**src/gig_regs_pkg.sv**
```systemverilog
/*
 * constants for the gigabit management register slice: register offsets,
 * field positions, reset values and mode encodings.
 * assumes: 5-bit management register address, 16-bit register data.
 */
package gig_regs_pkg;

    localparam int          REG_AW        = 5;
    localparam int          REG_DW        = 16;
    localparam int          EXT_AW        = 16;

    // register offsets
    localparam logic [4:0]  OFS_GIG_CONFIG = 5'h09;
    localparam logic [4:0]  OFS_GIG_STATUS = 5'h0a;
    localparam logic [4:0]  OFS_MMD_CTRL   = 5'h0d;
    localparam logic [4:0]  OFS_MMD_ADDAT  = 5'h0e;
    localparam logic [4:0]  OFS_GIG_CAP    = 5'h0f;
    localparam logic [4:0]  OFS_PHY_CTRL   = 5'h10;

    // reset values
    localparam logic [15:0] RST_GIG_CONFIG = 16'h0300;
    localparam logic [15:0] RST_PHY_CTRL   = 16'h5048;
    localparam logic [15:0] CAP_VALUE      = 16'hf000;

    // gigabit_config fields
    localparam int          TEST_MODE_LSB  = 13;
    localparam int          MAN_ROLE_EN    = 12;
    localparam int          MAN_ROLE_VAL   = 11;
    localparam int          PORT_TYPE_BIT  = 10;
    localparam int          ADV_FD_BIT     = 9;
    localparam int          ADV_HD_BIT     = 8;
    localparam int          REFL_AUTO_BIT  = 7;
    localparam logic [15:0] CONFIG_WMASK   = 16'hff80;

    // gigabit_status fields
    localparam int          FAULT_BIT      = 15;

    // mmd_access_control fields
    localparam int          FUNC_LSB       = 14;
    localparam logic [15:0] MMD_CTRL_WMASK = 16'hc01f;
    localparam logic [4:0]  EXT_DEVICE     = 5'h1f;
    localparam int          DEV_MSB        = 4;

    typedef enum logic [1:0] {
        FUNC_ADDRESS  = 2'h0,
        FUNC_DATA     = 2'h1,
        FUNC_DATA_INC = 2'h2,
        FUNC_DATA_WINC = 2'h3
    } mmd_func_t;

    typedef enum logic [2:0] {
        TM_NORMAL     = 3'h0,
        TM_WAVEFORM   = 3'h1,
        TM_JIT_MASTER = 3'h2,
        TM_JIT_SLAVE  = 3'h3,
        TM_DISTORTION = 3'h4,
        TM_MLT3_IDLE  = 3'h5,
        TM_REP_0001   = 3'h6,
        TM_PULSE_63   = 3'h7
    } test_mode_t;

endpackage : gig_regs_pkg

```
**src/gig_cfg_regs.sv**
```systemverilog
/*
 * gigabit configuration / status register slice with the indirect
 * extended-register access pair and a fixed capability register.
 * assumes: a management frame engine presents a register address with
 * one-cycle read and write strobes; status levels come from the PMA
 * and are asynchronous; extended register read data is returned
 * combinationally for ext_addr.
 */
module gig_cfg_regs
    import gig_regs_pkg::*;
(
    // clock and reset
    input  wire logic              clock,
    input  wire logic              rst_b,
    // register access
    input  wire logic [REG_AW-1:0] reg_addr,
    input  wire logic              reg_wr,
    input  wire logic              reg_rd,
    input  wire logic [REG_DW-1:0] reg_wdata,
    output logic      [REG_DW-1:0] reg_rdata,
    // straps, sampled after reset release
    input  wire logic              strap_adv_fd,
    input  wire logic              strap_adv_hd,
    // line status (asynchronous)
    input  wire logic              role_fault_in,
    input  wire logic              role_master_in,
    input  wire logic              local_rx_ok_in,
    input  wire logic              remote_rx_ok_in,
    input  wire logic              partner_fd_in,
    input  wire logic              partner_hd_in,
    input  wire logic              link_up_in,
    input  wire logic [7:0]        idle_err_in,
    // control to the datapath
    output logic      [2:0]        test_mode,
    output logic                   manual_role_enable,
    output logic                   manual_role_value,
    output logic                   multi_port,
    output logic                   adv_gig_full_duplex,
    output logic                   adv_gig_half_duplex,
    output logic                   reflectometry_start,
    output logic      [15:0]       phy_general_control,
    // extended register access
    output logic      [EXT_AW-1:0] ext_addr,
    output logic                   ext_wr,
    output logic                   ext_rd,
    output logic      [REG_DW-1:0] ext_wdata,
    output logic      [4:0]        mmd_device_select,
    input  wire logic [REG_DW-1:0] ext_rdata
);
    localparam int ST_W = 15;

    logic [ST_W-1:0] st_sync;
    logic            fault_s;
    logic            master_s;
    logic            local_ok_s;
    logic            remote_ok_s;
    logic            pfd_s;
    logic            phd_s;
    logic            link_s;
    logic [7:0]      idle_s;

    // single bundle keeps all status on one synchroniser instance;
    // multi-bit idle count may tear, acceptable for a debug counter
    status_sync #(.WIDTH(ST_W)) u_sync (
        .clock    (clock),
        .rst_b    (rst_b),
        .async_in ({role_fault_in, role_master_in, local_rx_ok_in,
                    remote_rx_ok_in, partner_fd_in, partner_hd_in,
                    link_up_in, idle_err_in}),
        .sync_out (st_sync)
    );
    assign {fault_s, master_s, local_ok_s, remote_ok_s, pfd_s, phd_s,
            link_s, idle_s} = st_sync;

    logic [15:0] gig_config;
    logic [15:0] next_gig_config;
    logic [15:0] mmd_ctrl;
    logic [15:0] next_mmd_ctrl;
    logic [15:0] phy_ctrl;
    logic [15:0] next_phy_ctrl;
    logic        role_fault_latched;
    logic        next_role_fault_latched;
    logic        straps_taken;
    logic        next_straps_taken;
    logic        link_prev;
    logic        next_link_prev;
    logic        next_refl_start;
    logic [15:0] status_word;
    logic [15:0] next_rdata;
    logic        hit_cfg;
    logic        hit_sts;
    logic        hit_ctl;
    logic        hit_dat;
    logic        cfg_take;

    // strap pins: two flops with no reset, so the levels have settled by
    // the time reset lets go; reset must span at least two clocks
    logic [1:0]  strap_meta;
    logic [1:0]  next_strap_meta;
    logic [1:0]  strap_s;
    logic [1:0]  next_strap_s;

    always_comb begin
        next_strap_meta = {strap_adv_fd, strap_adv_hd};
        next_strap_s    = strap_meta;
    end

    always_ff @(posedge clock) begin
        strap_meta <= next_strap_meta;
        strap_s    <= next_strap_s;
    end

    always_comb begin
        hit_cfg = (reg_addr == OFS_GIG_CONFIG);
        hit_sts = (reg_addr == OFS_GIG_STATUS);
        hit_ctl = (reg_addr == OFS_MMD_CTRL);
        hit_dat = (reg_addr == OFS_MMD_ADDAT);
        cfg_take = straps_taken && reg_wr && hit_cfg;
        status_word = {role_fault_latched, master_s, local_ok_s, remote_ok_s,
                       pfd_s, phd_s, 2'b00, idle_s};

        next_gig_config = gig_config;
        next_straps_taken = 1'b1;
        if (!straps_taken) begin
            // strap levels caught on the first clock after release
            next_gig_config[ADV_FD_BIT] = strap_s[1];
            next_gig_config[ADV_HD_BIT] = strap_s[0];
        end else if (cfg_take) begin
            next_gig_config = reg_wdata & CONFIG_WMASK;
        end

        next_mmd_ctrl = mmd_ctrl;
        if (reg_wr && hit_ctl) begin
            next_mmd_ctrl = reg_wdata & MMD_CTRL_WMASK;
        end

        next_phy_ctrl = phy_ctrl;
        if (reg_wr && reg_addr == OFS_PHY_CTRL) begin
            next_phy_ctrl = reg_wdata;
        end

        // set wins over the clear-on-read
        next_role_fault_latched = role_fault_latched;
        if (reg_rd && hit_sts) begin
            next_role_fault_latched = 1'b0;
        end
        if (fault_s) begin
            next_role_fault_latched = 1'b1;
        end

        next_link_prev  = link_s;
        next_refl_start = gig_config[REFL_AUTO_BIT] && link_prev && !link_s;

        next_rdata = reg_rdata;
        if (reg_rd) begin
            case (reg_addr)
                OFS_GIG_CONFIG: next_rdata = gig_config;
                OFS_GIG_STATUS: next_rdata = status_word;
                OFS_MMD_CTRL:   next_rdata = mmd_ctrl;
                OFS_MMD_ADDAT: begin
                    if (mmd_ctrl[15:FUNC_LSB] == FUNC_ADDRESS) begin
                        next_rdata = ext_addr;
                    end else begin
                        next_rdata = ext_rdata;
                    end
                end
                OFS_GIG_CAP:    next_rdata = CAP_VALUE;
                OFS_PHY_CTRL:   next_rdata = phy_ctrl;
                default:        next_rdata = 16'h0000;
            endcase
        end
    end

    always_ff @(posedge clock or negedge rst_b) begin
        if (!rst_b) begin
            gig_config          <= RST_GIG_CONFIG;
            mmd_ctrl            <= 16'h0000;
            phy_ctrl            <= RST_PHY_CTRL;
            role_fault_latched  <= 1'b0;
            straps_taken        <= 1'b0;
            link_prev           <= 1'b0;
            reflectometry_start <= 1'b0;
            reg_rdata           <= 16'h0000;
        end else begin
            gig_config          <= next_gig_config;
            mmd_ctrl            <= next_mmd_ctrl;
            phy_ctrl            <= next_phy_ctrl;
            role_fault_latched  <= next_role_fault_latched;
            straps_taken        <= next_straps_taken;
            link_prev           <= next_link_prev;
            reflectometry_start <= next_refl_start;
            reg_rdata           <= next_rdata;
        end
    end

    // field outputs come straight from the config flops
    assign test_mode           = gig_config[TEST_MODE_LSB+2:TEST_MODE_LSB];
    assign manual_role_enable  = gig_config[MAN_ROLE_EN];
    assign manual_role_value   = gig_config[MAN_ROLE_VAL];
    assign multi_port          = gig_config[PORT_TYPE_BIT];
    assign adv_gig_full_duplex = gig_config[ADV_FD_BIT];
    assign adv_gig_half_duplex = gig_config[ADV_HD_BIT];
    assign phy_general_control = phy_ctrl;
    assign mmd_device_select   = mmd_ctrl[DEV_MSB:0];

    mmd_window u_window (
        .clock     (clock),
        .rst_b     (rst_b),
        .func      (mmd_ctrl[15:FUNC_LSB]),
        .wr_strobe (reg_wr && hit_dat),
        .rd_strobe (reg_rd && hit_dat),
        .wr_data   (reg_wdata),
        .ext_addr  (ext_addr),
        .ext_wr    (ext_wr),
        .ext_rd    (ext_rd),
        .ext_wdata (ext_wdata)
    );

    // config writes reach both the register and the field outputs
    cfg_write_a: assert property (@(posedge clock) disable iff (!rst_b)
        cfg_take
        |=> gig_config == ($past(reg_wdata) & CONFIG_WMASK))
        else $error("config write not stored");
    test_mode_a: assert property (@(posedge clock) disable iff (!rst_b)
        cfg_take |=> test_mode == $past(reg_wdata[TEST_MODE_LSB+2:TEST_MODE_LSB]))
        else $error("test mode not taken");
    man_enable_a: assert property (@(posedge clock) disable iff (!rst_b)
        cfg_take |=> manual_role_enable == $past(reg_wdata[MAN_ROLE_EN]))
        else $error("manual role enable not taken");
    man_value_a: assert property (@(posedge clock) disable iff (!rst_b)
        cfg_take |=> manual_role_value == $past(reg_wdata[MAN_ROLE_VAL]))
        else $error("manual role value not taken");
    port_type_a: assert property (@(posedge clock) disable iff (!rst_b)
        cfg_take |=> multi_port == $past(reg_wdata[PORT_TYPE_BIT]))
        else $error("port type not taken");
    adv_write_a: assert property (@(posedge clock) disable iff (!rst_b)
        cfg_take |=> {adv_gig_full_duplex, adv_gig_half_duplex}
            == $past({reg_wdata[ADV_FD_BIT], reg_wdata[ADV_HD_BIT]}))
        else $error("advertisement not taken");
    strap_load_a: assert property (@(posedge clock) disable iff (!rst_b)
        !straps_taken |=> {adv_gig_full_duplex, adv_gig_half_duplex} == $past(strap_s))
        else $error("strap levels not loaded");

    // latched fault: set beats the clear of a status read
    fault_hold_a: assert property (@(posedge clock) disable iff (!rst_b)
        (role_fault_latched && !(reg_rd && hit_sts)) |=> role_fault_latched)
        else $error("fault flag dropped without read");
    fault_set_a: assert property (@(posedge clock) disable iff (!rst_b)
        fault_s |=> role_fault_latched)
        else $error("fault not latched");
    fault_clear_a: assert property (@(posedge clock) disable iff (!rst_b)
        (reg_rd && hit_sts && !fault_s) |=> !role_fault_latched)
        else $error("fault not cleared by read");

    refl_start_a: assert property (@(posedge clock) disable iff (!rst_b)
        reflectometry_start |-> $past(gig_config[REFL_AUTO_BIT]) && !link_prev)
        else $error("reflectometry start without link-down");
    refl_fire_a: assert property (@(posedge clock) disable iff (!rst_b)
        (gig_config[REFL_AUTO_BIT] && link_prev && !link_s) |=> reflectometry_start)
        else $error("link-down did not start reflectometry");

    // reads answer on the edge after the strobe
    cap_read_a: assert property (@(posedge clock) disable iff (!rst_b)
        (reg_rd && reg_addr == OFS_GIG_CAP) |=> reg_rdata == CAP_VALUE)
        else $error("capability read wrong");
    status_read_a: assert property (@(posedge clock) disable iff (!rst_b)
        (reg_rd && hit_sts) |=> reg_rdata[7:0] == $past(idle_s)
            && reg_rdata[14] == $past(master_s))
        else $error("status read mismatch");
    receiver_read_a: assert property (@(posedge clock) disable iff (!rst_b)
        (reg_rd && hit_sts) |=> reg_rdata[13:12] == $past({local_ok_s, remote_ok_s}))
        else $error("receiver bits mismatch");
    partner_read_a: assert property (@(posedge clock) disable iff (!rst_b)
        (reg_rd && hit_sts) |=> reg_rdata[11:10] == $past({pfd_s, phd_s}))
        else $error("partner bits mismatch");

    // indirect access control and the address/data window
    ctrl_mask_a: assert property (@(posedge clock) disable iff (!rst_b)
        (reg_wr && hit_ctl) |=> (mmd_ctrl & ~MMD_CTRL_WMASK) == 16'h0000)
        else $error("reserved control bits written");
    func_write_a: assert property (@(posedge clock) disable iff (!rst_b)
        (reg_wr && hit_ctl) |=> mmd_ctrl[15:FUNC_LSB] == $past(reg_wdata[15:FUNC_LSB]))
        else $error("function field not taken");
    addr_read_a: assert property (@(posedge clock) disable iff (!rst_b)
        (reg_rd && hit_dat && mmd_ctrl[15:FUNC_LSB] == FUNC_ADDRESS)
        |=> reg_rdata == $past(ext_addr))
        else $error("address function read wrong");
    data_read_a: assert property (@(posedge clock) disable iff (!rst_b)
        (reg_rd && hit_dat && mmd_ctrl[15:FUNC_LSB] != FUNC_ADDRESS)
        |=> reg_rdata == $past(ext_rdata))
        else $error("data function read wrong");
endmodule : gig_cfg_regs

```
**src/mmd_window.sv**
```systemverilog
/*
 * indirect extended-register window: holds the address pointer for the
 * selected device and applies the post-increment modes.
 * assumes: access strobes are one-cycle pulses on the management clock.
 */
module mmd_window
    import gig_regs_pkg::*;
(
    // clock and reset
    input  wire logic              clock,
    input  wire logic              rst_b,
    // control
    input  wire logic [1:0]        func,
    input  wire logic              wr_strobe,
    input  wire logic              rd_strobe,
    input  wire logic [REG_DW-1:0] wr_data,
    // extended register side
    output logic [EXT_AW-1:0]      ext_addr,
    output logic                   ext_wr,
    output logic                   ext_rd,
    output logic [REG_DW-1:0]      ext_wdata
);
    logic [EXT_AW-1:0] next_ext_addr;
    logic              next_ext_wr;
    logic              next_ext_rd;
    logic [REG_DW-1:0] next_ext_wdata;
    logic              is_data;
    logic              bump;

    always_comb begin
        is_data        = (func != FUNC_ADDRESS);
        next_ext_addr  = ext_addr;
        next_ext_wdata = ext_wdata;
        next_ext_wr    = wr_strobe && is_data;
        next_ext_rd    = rd_strobe && is_data;
        bump = (wr_strobe && (func == FUNC_DATA_INC || func == FUNC_DATA_WINC))
            || (rd_strobe && func == FUNC_DATA_INC);
        if (wr_strobe && !is_data) begin
            next_ext_addr = wr_data;
        end else if (bump) begin
            next_ext_addr = ext_addr + 16'h0001;
        end
        if (wr_strobe) begin
            next_ext_wdata = wr_data;
        end
    end

    always_ff @(posedge clock or negedge rst_b) begin
        if (!rst_b) begin
            ext_addr  <= '0;
            ext_wr    <= 1'b0;
            ext_rd    <= 1'b0;
            ext_wdata <= '0;
        end else begin
            ext_addr  <= next_ext_addr;
            ext_wr    <= next_ext_wr;
            ext_rd    <= next_ext_rd;
            ext_wdata <= next_ext_wdata;
        end
    end

    // address latches only in address function
    addr_hold_a: assert property (@(posedge clock) disable iff (!rst_b)
        (wr_strobe && func == FUNC_DATA) |=> ext_addr == $past(ext_addr))
        else $error("address moved in no-increment mode");
    read_inc_a: assert property (@(posedge clock) disable iff (!rst_b)
        (rd_strobe && !wr_strobe && func == FUNC_DATA_INC)
        |=> ext_addr == $past(ext_addr) + 16'h0001)
        else $error("read did not increment address");
    wonly_read_a: assert property (@(posedge clock) disable iff (!rst_b)
        (rd_strobe && !wr_strobe && func == FUNC_DATA_WINC)
        |=> ext_addr == $past(ext_addr))
        else $error("read incremented in write-only mode");
endmodule : mmd_window

```
**src/status_sync.sv**
```systemverilog
/*
 * two-flop synchroniser for a bundle of status levels.
 * assumes: inputs come from outside the management clock domain.
 */
module status_sync
    import gig_regs_pkg::*;
#(
    parameter int WIDTH = 1
) (
    // clock and reset
    input  wire logic             clock,
    input  wire logic             rst_b,
    // levels
    input  wire logic [WIDTH-1:0] async_in,
    output logic      [WIDTH-1:0] sync_out
);
    logic [WIDTH-1:0] stage1;
    logic [WIDTH-1:0] next_stage1;
    logic [WIDTH-1:0] next_sync_out;

    always_comb begin
        next_stage1   = async_in;
        next_sync_out = stage1;
    end

    always_ff @(posedge clock or negedge rst_b) begin
        if (!rst_b) begin
            stage1   <= '0;
            sync_out <= '0;
        end else begin
            stage1   <= next_stage1;
            sync_out <= next_sync_out;
        end
    end
endmodule : status_sync

```
**config.mk**
```make
export PLATFORM = sky130hd
export DESIGN_NAME = gig_cfg_regs
export DESIGN_NICKNAME = d
export VERILOG_FILES = /design/src/gig_regs_pkg.sv /design/src/gig_cfg_regs.sv /design/src/mmd_window.sv /design/src/status_sync.sv
export SDC_FILE = /design/constraint.sdc
export NUM_CORES = 1
export LEC_CHECK = 0
export ABC_AREA = 1
export BUFFER_PORTS_ARGS = -buffer_cell sky130_fd_sc_hd__buf_2
export CAP_MARGIN = 20
export CORE_MARGIN = 1
export CORE_UTILIZATION = 26
export DETAILED_ROUTE_END_ITERATION = 7
export MAX_ROUTING_LAYER = met4
export PLACE_DENSITY = 0.53
export REMOVE_ABC_BUFFERS = 1
export SYNTH_ARGS = -nofsm -noshare
export SYNTH_HDL_FRONTEND = slang
export SYNTH_HIERARCHICAL = 1
export SYNTH_SLANG_ARGS = --single-unit
```
**constraint.sdc**
```tcl
create_clock -name clock -period 4.25 [get_ports clock]
set_clock_uncertainty 0.15 [all_clocks]
set_input_delay 0.85 -clock clock [delete_from_list [all_inputs] [get_ports clock]]
set_output_delay 0.85 -clock clock [all_outputs]
set_load 0.01 [all_outputs]
```
# Yosys cells after proc, flatten, opt, wreduce, memory -nomap -nowiden
# Index checks and enable logic that the tools add are counted.
# totals
elab_cells	58
in_bits	58
reg_bits	120
out_inout_bits	80
# op_classes
add_sub_neg	1
eq_ne	9
n_reduce_logical	23
n_mux	8
# ops
operator	count
$pmux W16 S6	1
$mux W16	3
$eq A5 B4 Y1 const B	5
$add A16 B1 Y16 const B	1
$logic_and A1 B1 Y1	14
$mux W10	1
$reduce_bool A2 Y1	3
$eq A5 B5 Y1 const B	1
$eq A2 B2 Y1 const B	2
$logic_not A1 Y1	2
$logic_not A2 Y1	1
$logic_or A1 B1 Y1	2
$mux W1	2
$mux W2	1
$ne A2 B1 Y1 const B	1
$reduce_and A2 Y1	1

# Logic depth before layout (Yosys ltp)
# logic_depth
depth_word	6
mapped_depth	14
mapped_depth_nobuf	11

# By module
# Netlist, hierarchy kept.
# by_module_without_submodules
module	n_inst	area_per_inst_um2	seq_area_each_um2	cells_each
gig_cfg_regs	1	2980.4	1388.8	394
mmd_window	1	1883.1	850.8	252
status_sync	1	750.7	750.7	30

# Worst setup path after synthesis
# No wires, ideal clock.
# synth_timing
kind	input to register
from	in reg_addr[4]
to	reg u_window.ext_addr[12]
path_buffers	4
slack_ns	1.537
required_ns	3.984
setup_ns	0.116
arrival_ns	2.446
stages	14
cell_sequence	buf_6 inv_2 nand3_4 nor2_4 buf_6 inv_1 nor2_1 nand2_4 buf_6 buf_6 nor2_1 nor2_1 nand2_1 nand2_1
# synth_via
elab_chain_cells	5
elab_cells_between_ends	9
cone_classes	eq/ne: 1; mux: 1; reduce/logical: 7
# synth_lines
item	line	source
from (decl)	gig_cfg_regs.sv:16	input wire logic [REG_AW-1:0] reg_addr,
$eq A5 B4 Y1 *	gig_cfg_regs.sv:117	hit_dat = (reg_addr == OFS_MMD_ADDAT);
$logic_and A1 B1 Y1 (on tied branches)	gig_cfg_regs.sv:210, gig_cfg_regs.sv:211	
$logic_and A1 B1 Y1 (on tied branches)	mmd_window.sv:36, mmd_window.sv:37	
$logic_or A1 B1 Y1	mmd_window.sv:37	|| (rd_strobe && func == FUNC_DATA_INC);
$reduce_bool A2 Y1 (no line)	n/a	
to (signal assigned)	mmd_window.sv:55	ext_addr <= next_ext_addr;
to (decl)	mmd_window.sv:18	output logic [EXT_AW-1:0] ext_addr,
# Mark *: on every way between the ends. The rest lies on a longest branch, timed or not.
# A chain may end at the register's enable or synchronous reset.

# Worst setup path in the final report
# layout_timing
from	in reg_addr[4]
to	reg u_window.ext_addr[5]
# Same word-level chain as after synthesis.

==> results.cfg <==
[final_layout]
stdcell_area_um2 = 7120
area_growth_pct = 26.9
nets = 868
drive_gt1_share_pct = 27.0
postLayoutCoreUtil_pct = 33.8
n_fill_cell = 2292

[clock_network]
clk_pin_slew_ns = 0.06
cts_tree = done
ctsHoldBuffers = 0
cts_setup_buffers = 0
cts_buffer_depth = 2
numCtsBuffers = 17
clk_latency_ns = 0.42
htreeDepth = 4
root_buffer = clkbuf_16
cts_resized = 0
clock-sinks = 120

[detailed_routing]
drt_first_pass_iters = 4
wl_per_cell_um = 15.9
ant_nets = 0
first_iter_violations = 283
drcViolationCount = 0
num_vias = 4791
avgViaCountPerCell = 4.36
wl_mm = 17.5

[critical_path]
endpoint_kind = register
path_buf_inv = 5
cp.required_ns = 4.44
r2r_cells = 7
r2r_slack_ns = 1.90
path_max_fanout = 29
r2r-start = mmd_ctrl[15]
worstPathArrival_ns = 3.33
path_cells = buf_2 > inv_2 > nand3_4 > nor2_4 > inv_1 > nor2_1 > nand2_4 > inv_4 > o21ai_4 > inv_2 > a21oi_1 > nor2_1
cpPeakStageDelay_ns = 0.46
r2r-end = u_window/ext_addr[5]
crit_type = in2reg
crit_family = simple AND/OR/NAND/NOR gates
worst-path-stages = 12
cp-startpoint = reg_addr[4]
startpoint_type = input port
cp_slowest_cell = nor2_1
worstSetupEndpoint = u_window/ext_addr[5]

[sta]
maxSlewHeadroom_pct = 42.6
rsz0062_at_grt = no
hold_viol = 0
final-max-slew-violation-count = 0
timing.final.crit_share_pct = 73.8
final.min_clock_period_ns = 3.14
setup_tns_ns = 0
fmax_mhz = 319
setup_viol = 0
worst_pin_slew_ns = 0.860

[floorplanning]
io_pins = 138
core.rowCount = 53
die_x_um = 149
start_util_pct = 26.6
dieArea_um2 = 22200
coreArea_um2 = 21100
fp.dieH_um = 149

[global_routing]
grt_overflow_total = 0
grtUsageTotal_pct = 17.2
grt_pass1_vias = 4782
grt_pass1_wl_mm = 27.5
antenna_found_initial = 1
grt_max_degree = 67

[synth]
avgSynthCellArea_um2 = 8.30
synth_cell_types = 36
yosysWarnings = 6
synth-seq-cells = 120
synth_area_um2 = 5610
seq_area_frac_synth_pct = 53.3
netlist_instances = 676

[pwr]
leakagePower_nw = 3.76
ir_drop_mv = 0.238
p_total_mw = 3.43
power.density_nw_per_um2 = 481

[placement]
dpl_cell_area_um2 = 6480
gp_congestion = 0.803
port_buffers = 137
hpwl_mm = 13.0

[min_path]
min_path_type = reg2reg

[run_status]
outcome = complete, no violations

[job]
max-cap-violations = 0
[worst min path at each step]
| stage | cells after the start | from | end |
|---|---|---|---|
| floorplan | 0 | next_strap_s[0] | strap_s[0] |
| global placement | 0 | next_strap_s[0] | strap_s[0] |
| detailed placement | 0 | next_strap_s[1] | strap_s[1] |
| CTS | 0 | next_strap_s[1] | strap_s[1] |
| global route | 0 | next_strap_s[0] | strap_s[0] |
| finish | 0 | next_strap_s[0] | strap_s[0] |
[through the flow]
step	hold slack, ns	instances	setup WS [ns]
floorplan	0.160	644	1.41
global placement	0.162	1064	0.811
detailed placement	0.165	1064	0.668
CTS	0.177	1096	1.09
global route	0.192	1098	0.804
finish	0.178	1099	1.11
[metal layers]
layer | global-route usage, % | part of all wire [%] | vias up
li1 | - | - | 2395
met1 | 22.8 | 47 | 2235
met2 | 26.3 | 45 | 145
met3 | 3.82 | 5.8 | 16
met4 | 4.95 | 1.5 | 0
met5 | - | 0 | -
[area by class of cell]
type,count,area [µm²],area share [%]
Antenna cell,2,5.00,0.0703
Timing Repair Buffer,146,768,10.8
Sequential cell,120,2990,42.0
Clock buffer,24,482,6.76
Clock inverter,8,144,2.02
Inverter,60,228,3.20
Tap cell,275,344,4.83
Multi-Input combinational cell,464,2160,30.4
[sequential cells by signal (all words and copies together), names as in the netlist]
register              flops
phy_general_control      16
link_prev                 1
strap_s                   2
role_fault_latched        1
mmd_ctrl                  7
reg_rdata                16
u_window/ext_rd           1
u_window/ext_wdata       16
reflectometry_start       1
u_window/ext_addr        16
gig_config                9
u_sync/next_sync_out     15
u_window/ext_wr           1
straps_taken              1
u_sync/sync_out          15
next_strap_s              2
[Yosys cell counts, drive strengths merged]
cell      n  area (µm²)
nand2   237         897
ha        1        12.5
nor2     91         390
a21oi    16        98.8
a31oi     1        6.26
nand4    20         125
o21ai    49         317
buf      30         226
nand3b    2        27.5
xnor2     2        17.5
o31ai     1        12.5
dfrtp   110        2750
inv      60         228
dfxtp     4        80.1
or2       1        6.26
clkbuf    2        7.51
o21bai    2        15.0
nand3    37         210
o211ai    3        22.5
dfstp     6         158
conb      1        3.75
[placed cells by master, fill, tap and decap left out, drive strengths merged]
cell type / n
nand2: 237
buf: 146
dfrtp: 110
nor2: 91
inv: 60
o21ai: 49
nand3: 37
clkbuf: 24
nand4: 20
a21oi: 16
dfstp: 6
bufinv: 4
dfxtp: 4
clkinv: 4
o211ai: 3
diode: 2
o21bai: 2
xnor2: 2
nand3b: 2
conb: 1
or2: 1
a31oi: 1
o31ai: 1
ha: 1
[report_power, final]
group	total [mW]	internal (mW)	leakage, nW	switching (mW)
clock network	1.54	1.03	0.308	0.512
logic	0.506	0.192	1.98	0.314
registers	1.38	1.27	1.47	0.110
[cell families after synthesis]
family	share of synthesized area [%]
other cells	0.0668
xor+xnor	0.312
fa+ha+maj	0.223
simple gates	29.5
compound gates	8.40
flops	53.3
buf+inv	8.22
[worst reg2reg max path: cells and delay by family (launching register included)]
| family | cells | cell delay [ns] |
|---|---|---|
| and+or+nand+nor | 3 | 0.45 |
| AOI/OAI and AO/OA | 2 | 0.76 |
| DFF | 1 | 0.50 |
| buffers and inverters | 2 | 0.37 |
Power figures use the tool's default switching activity.
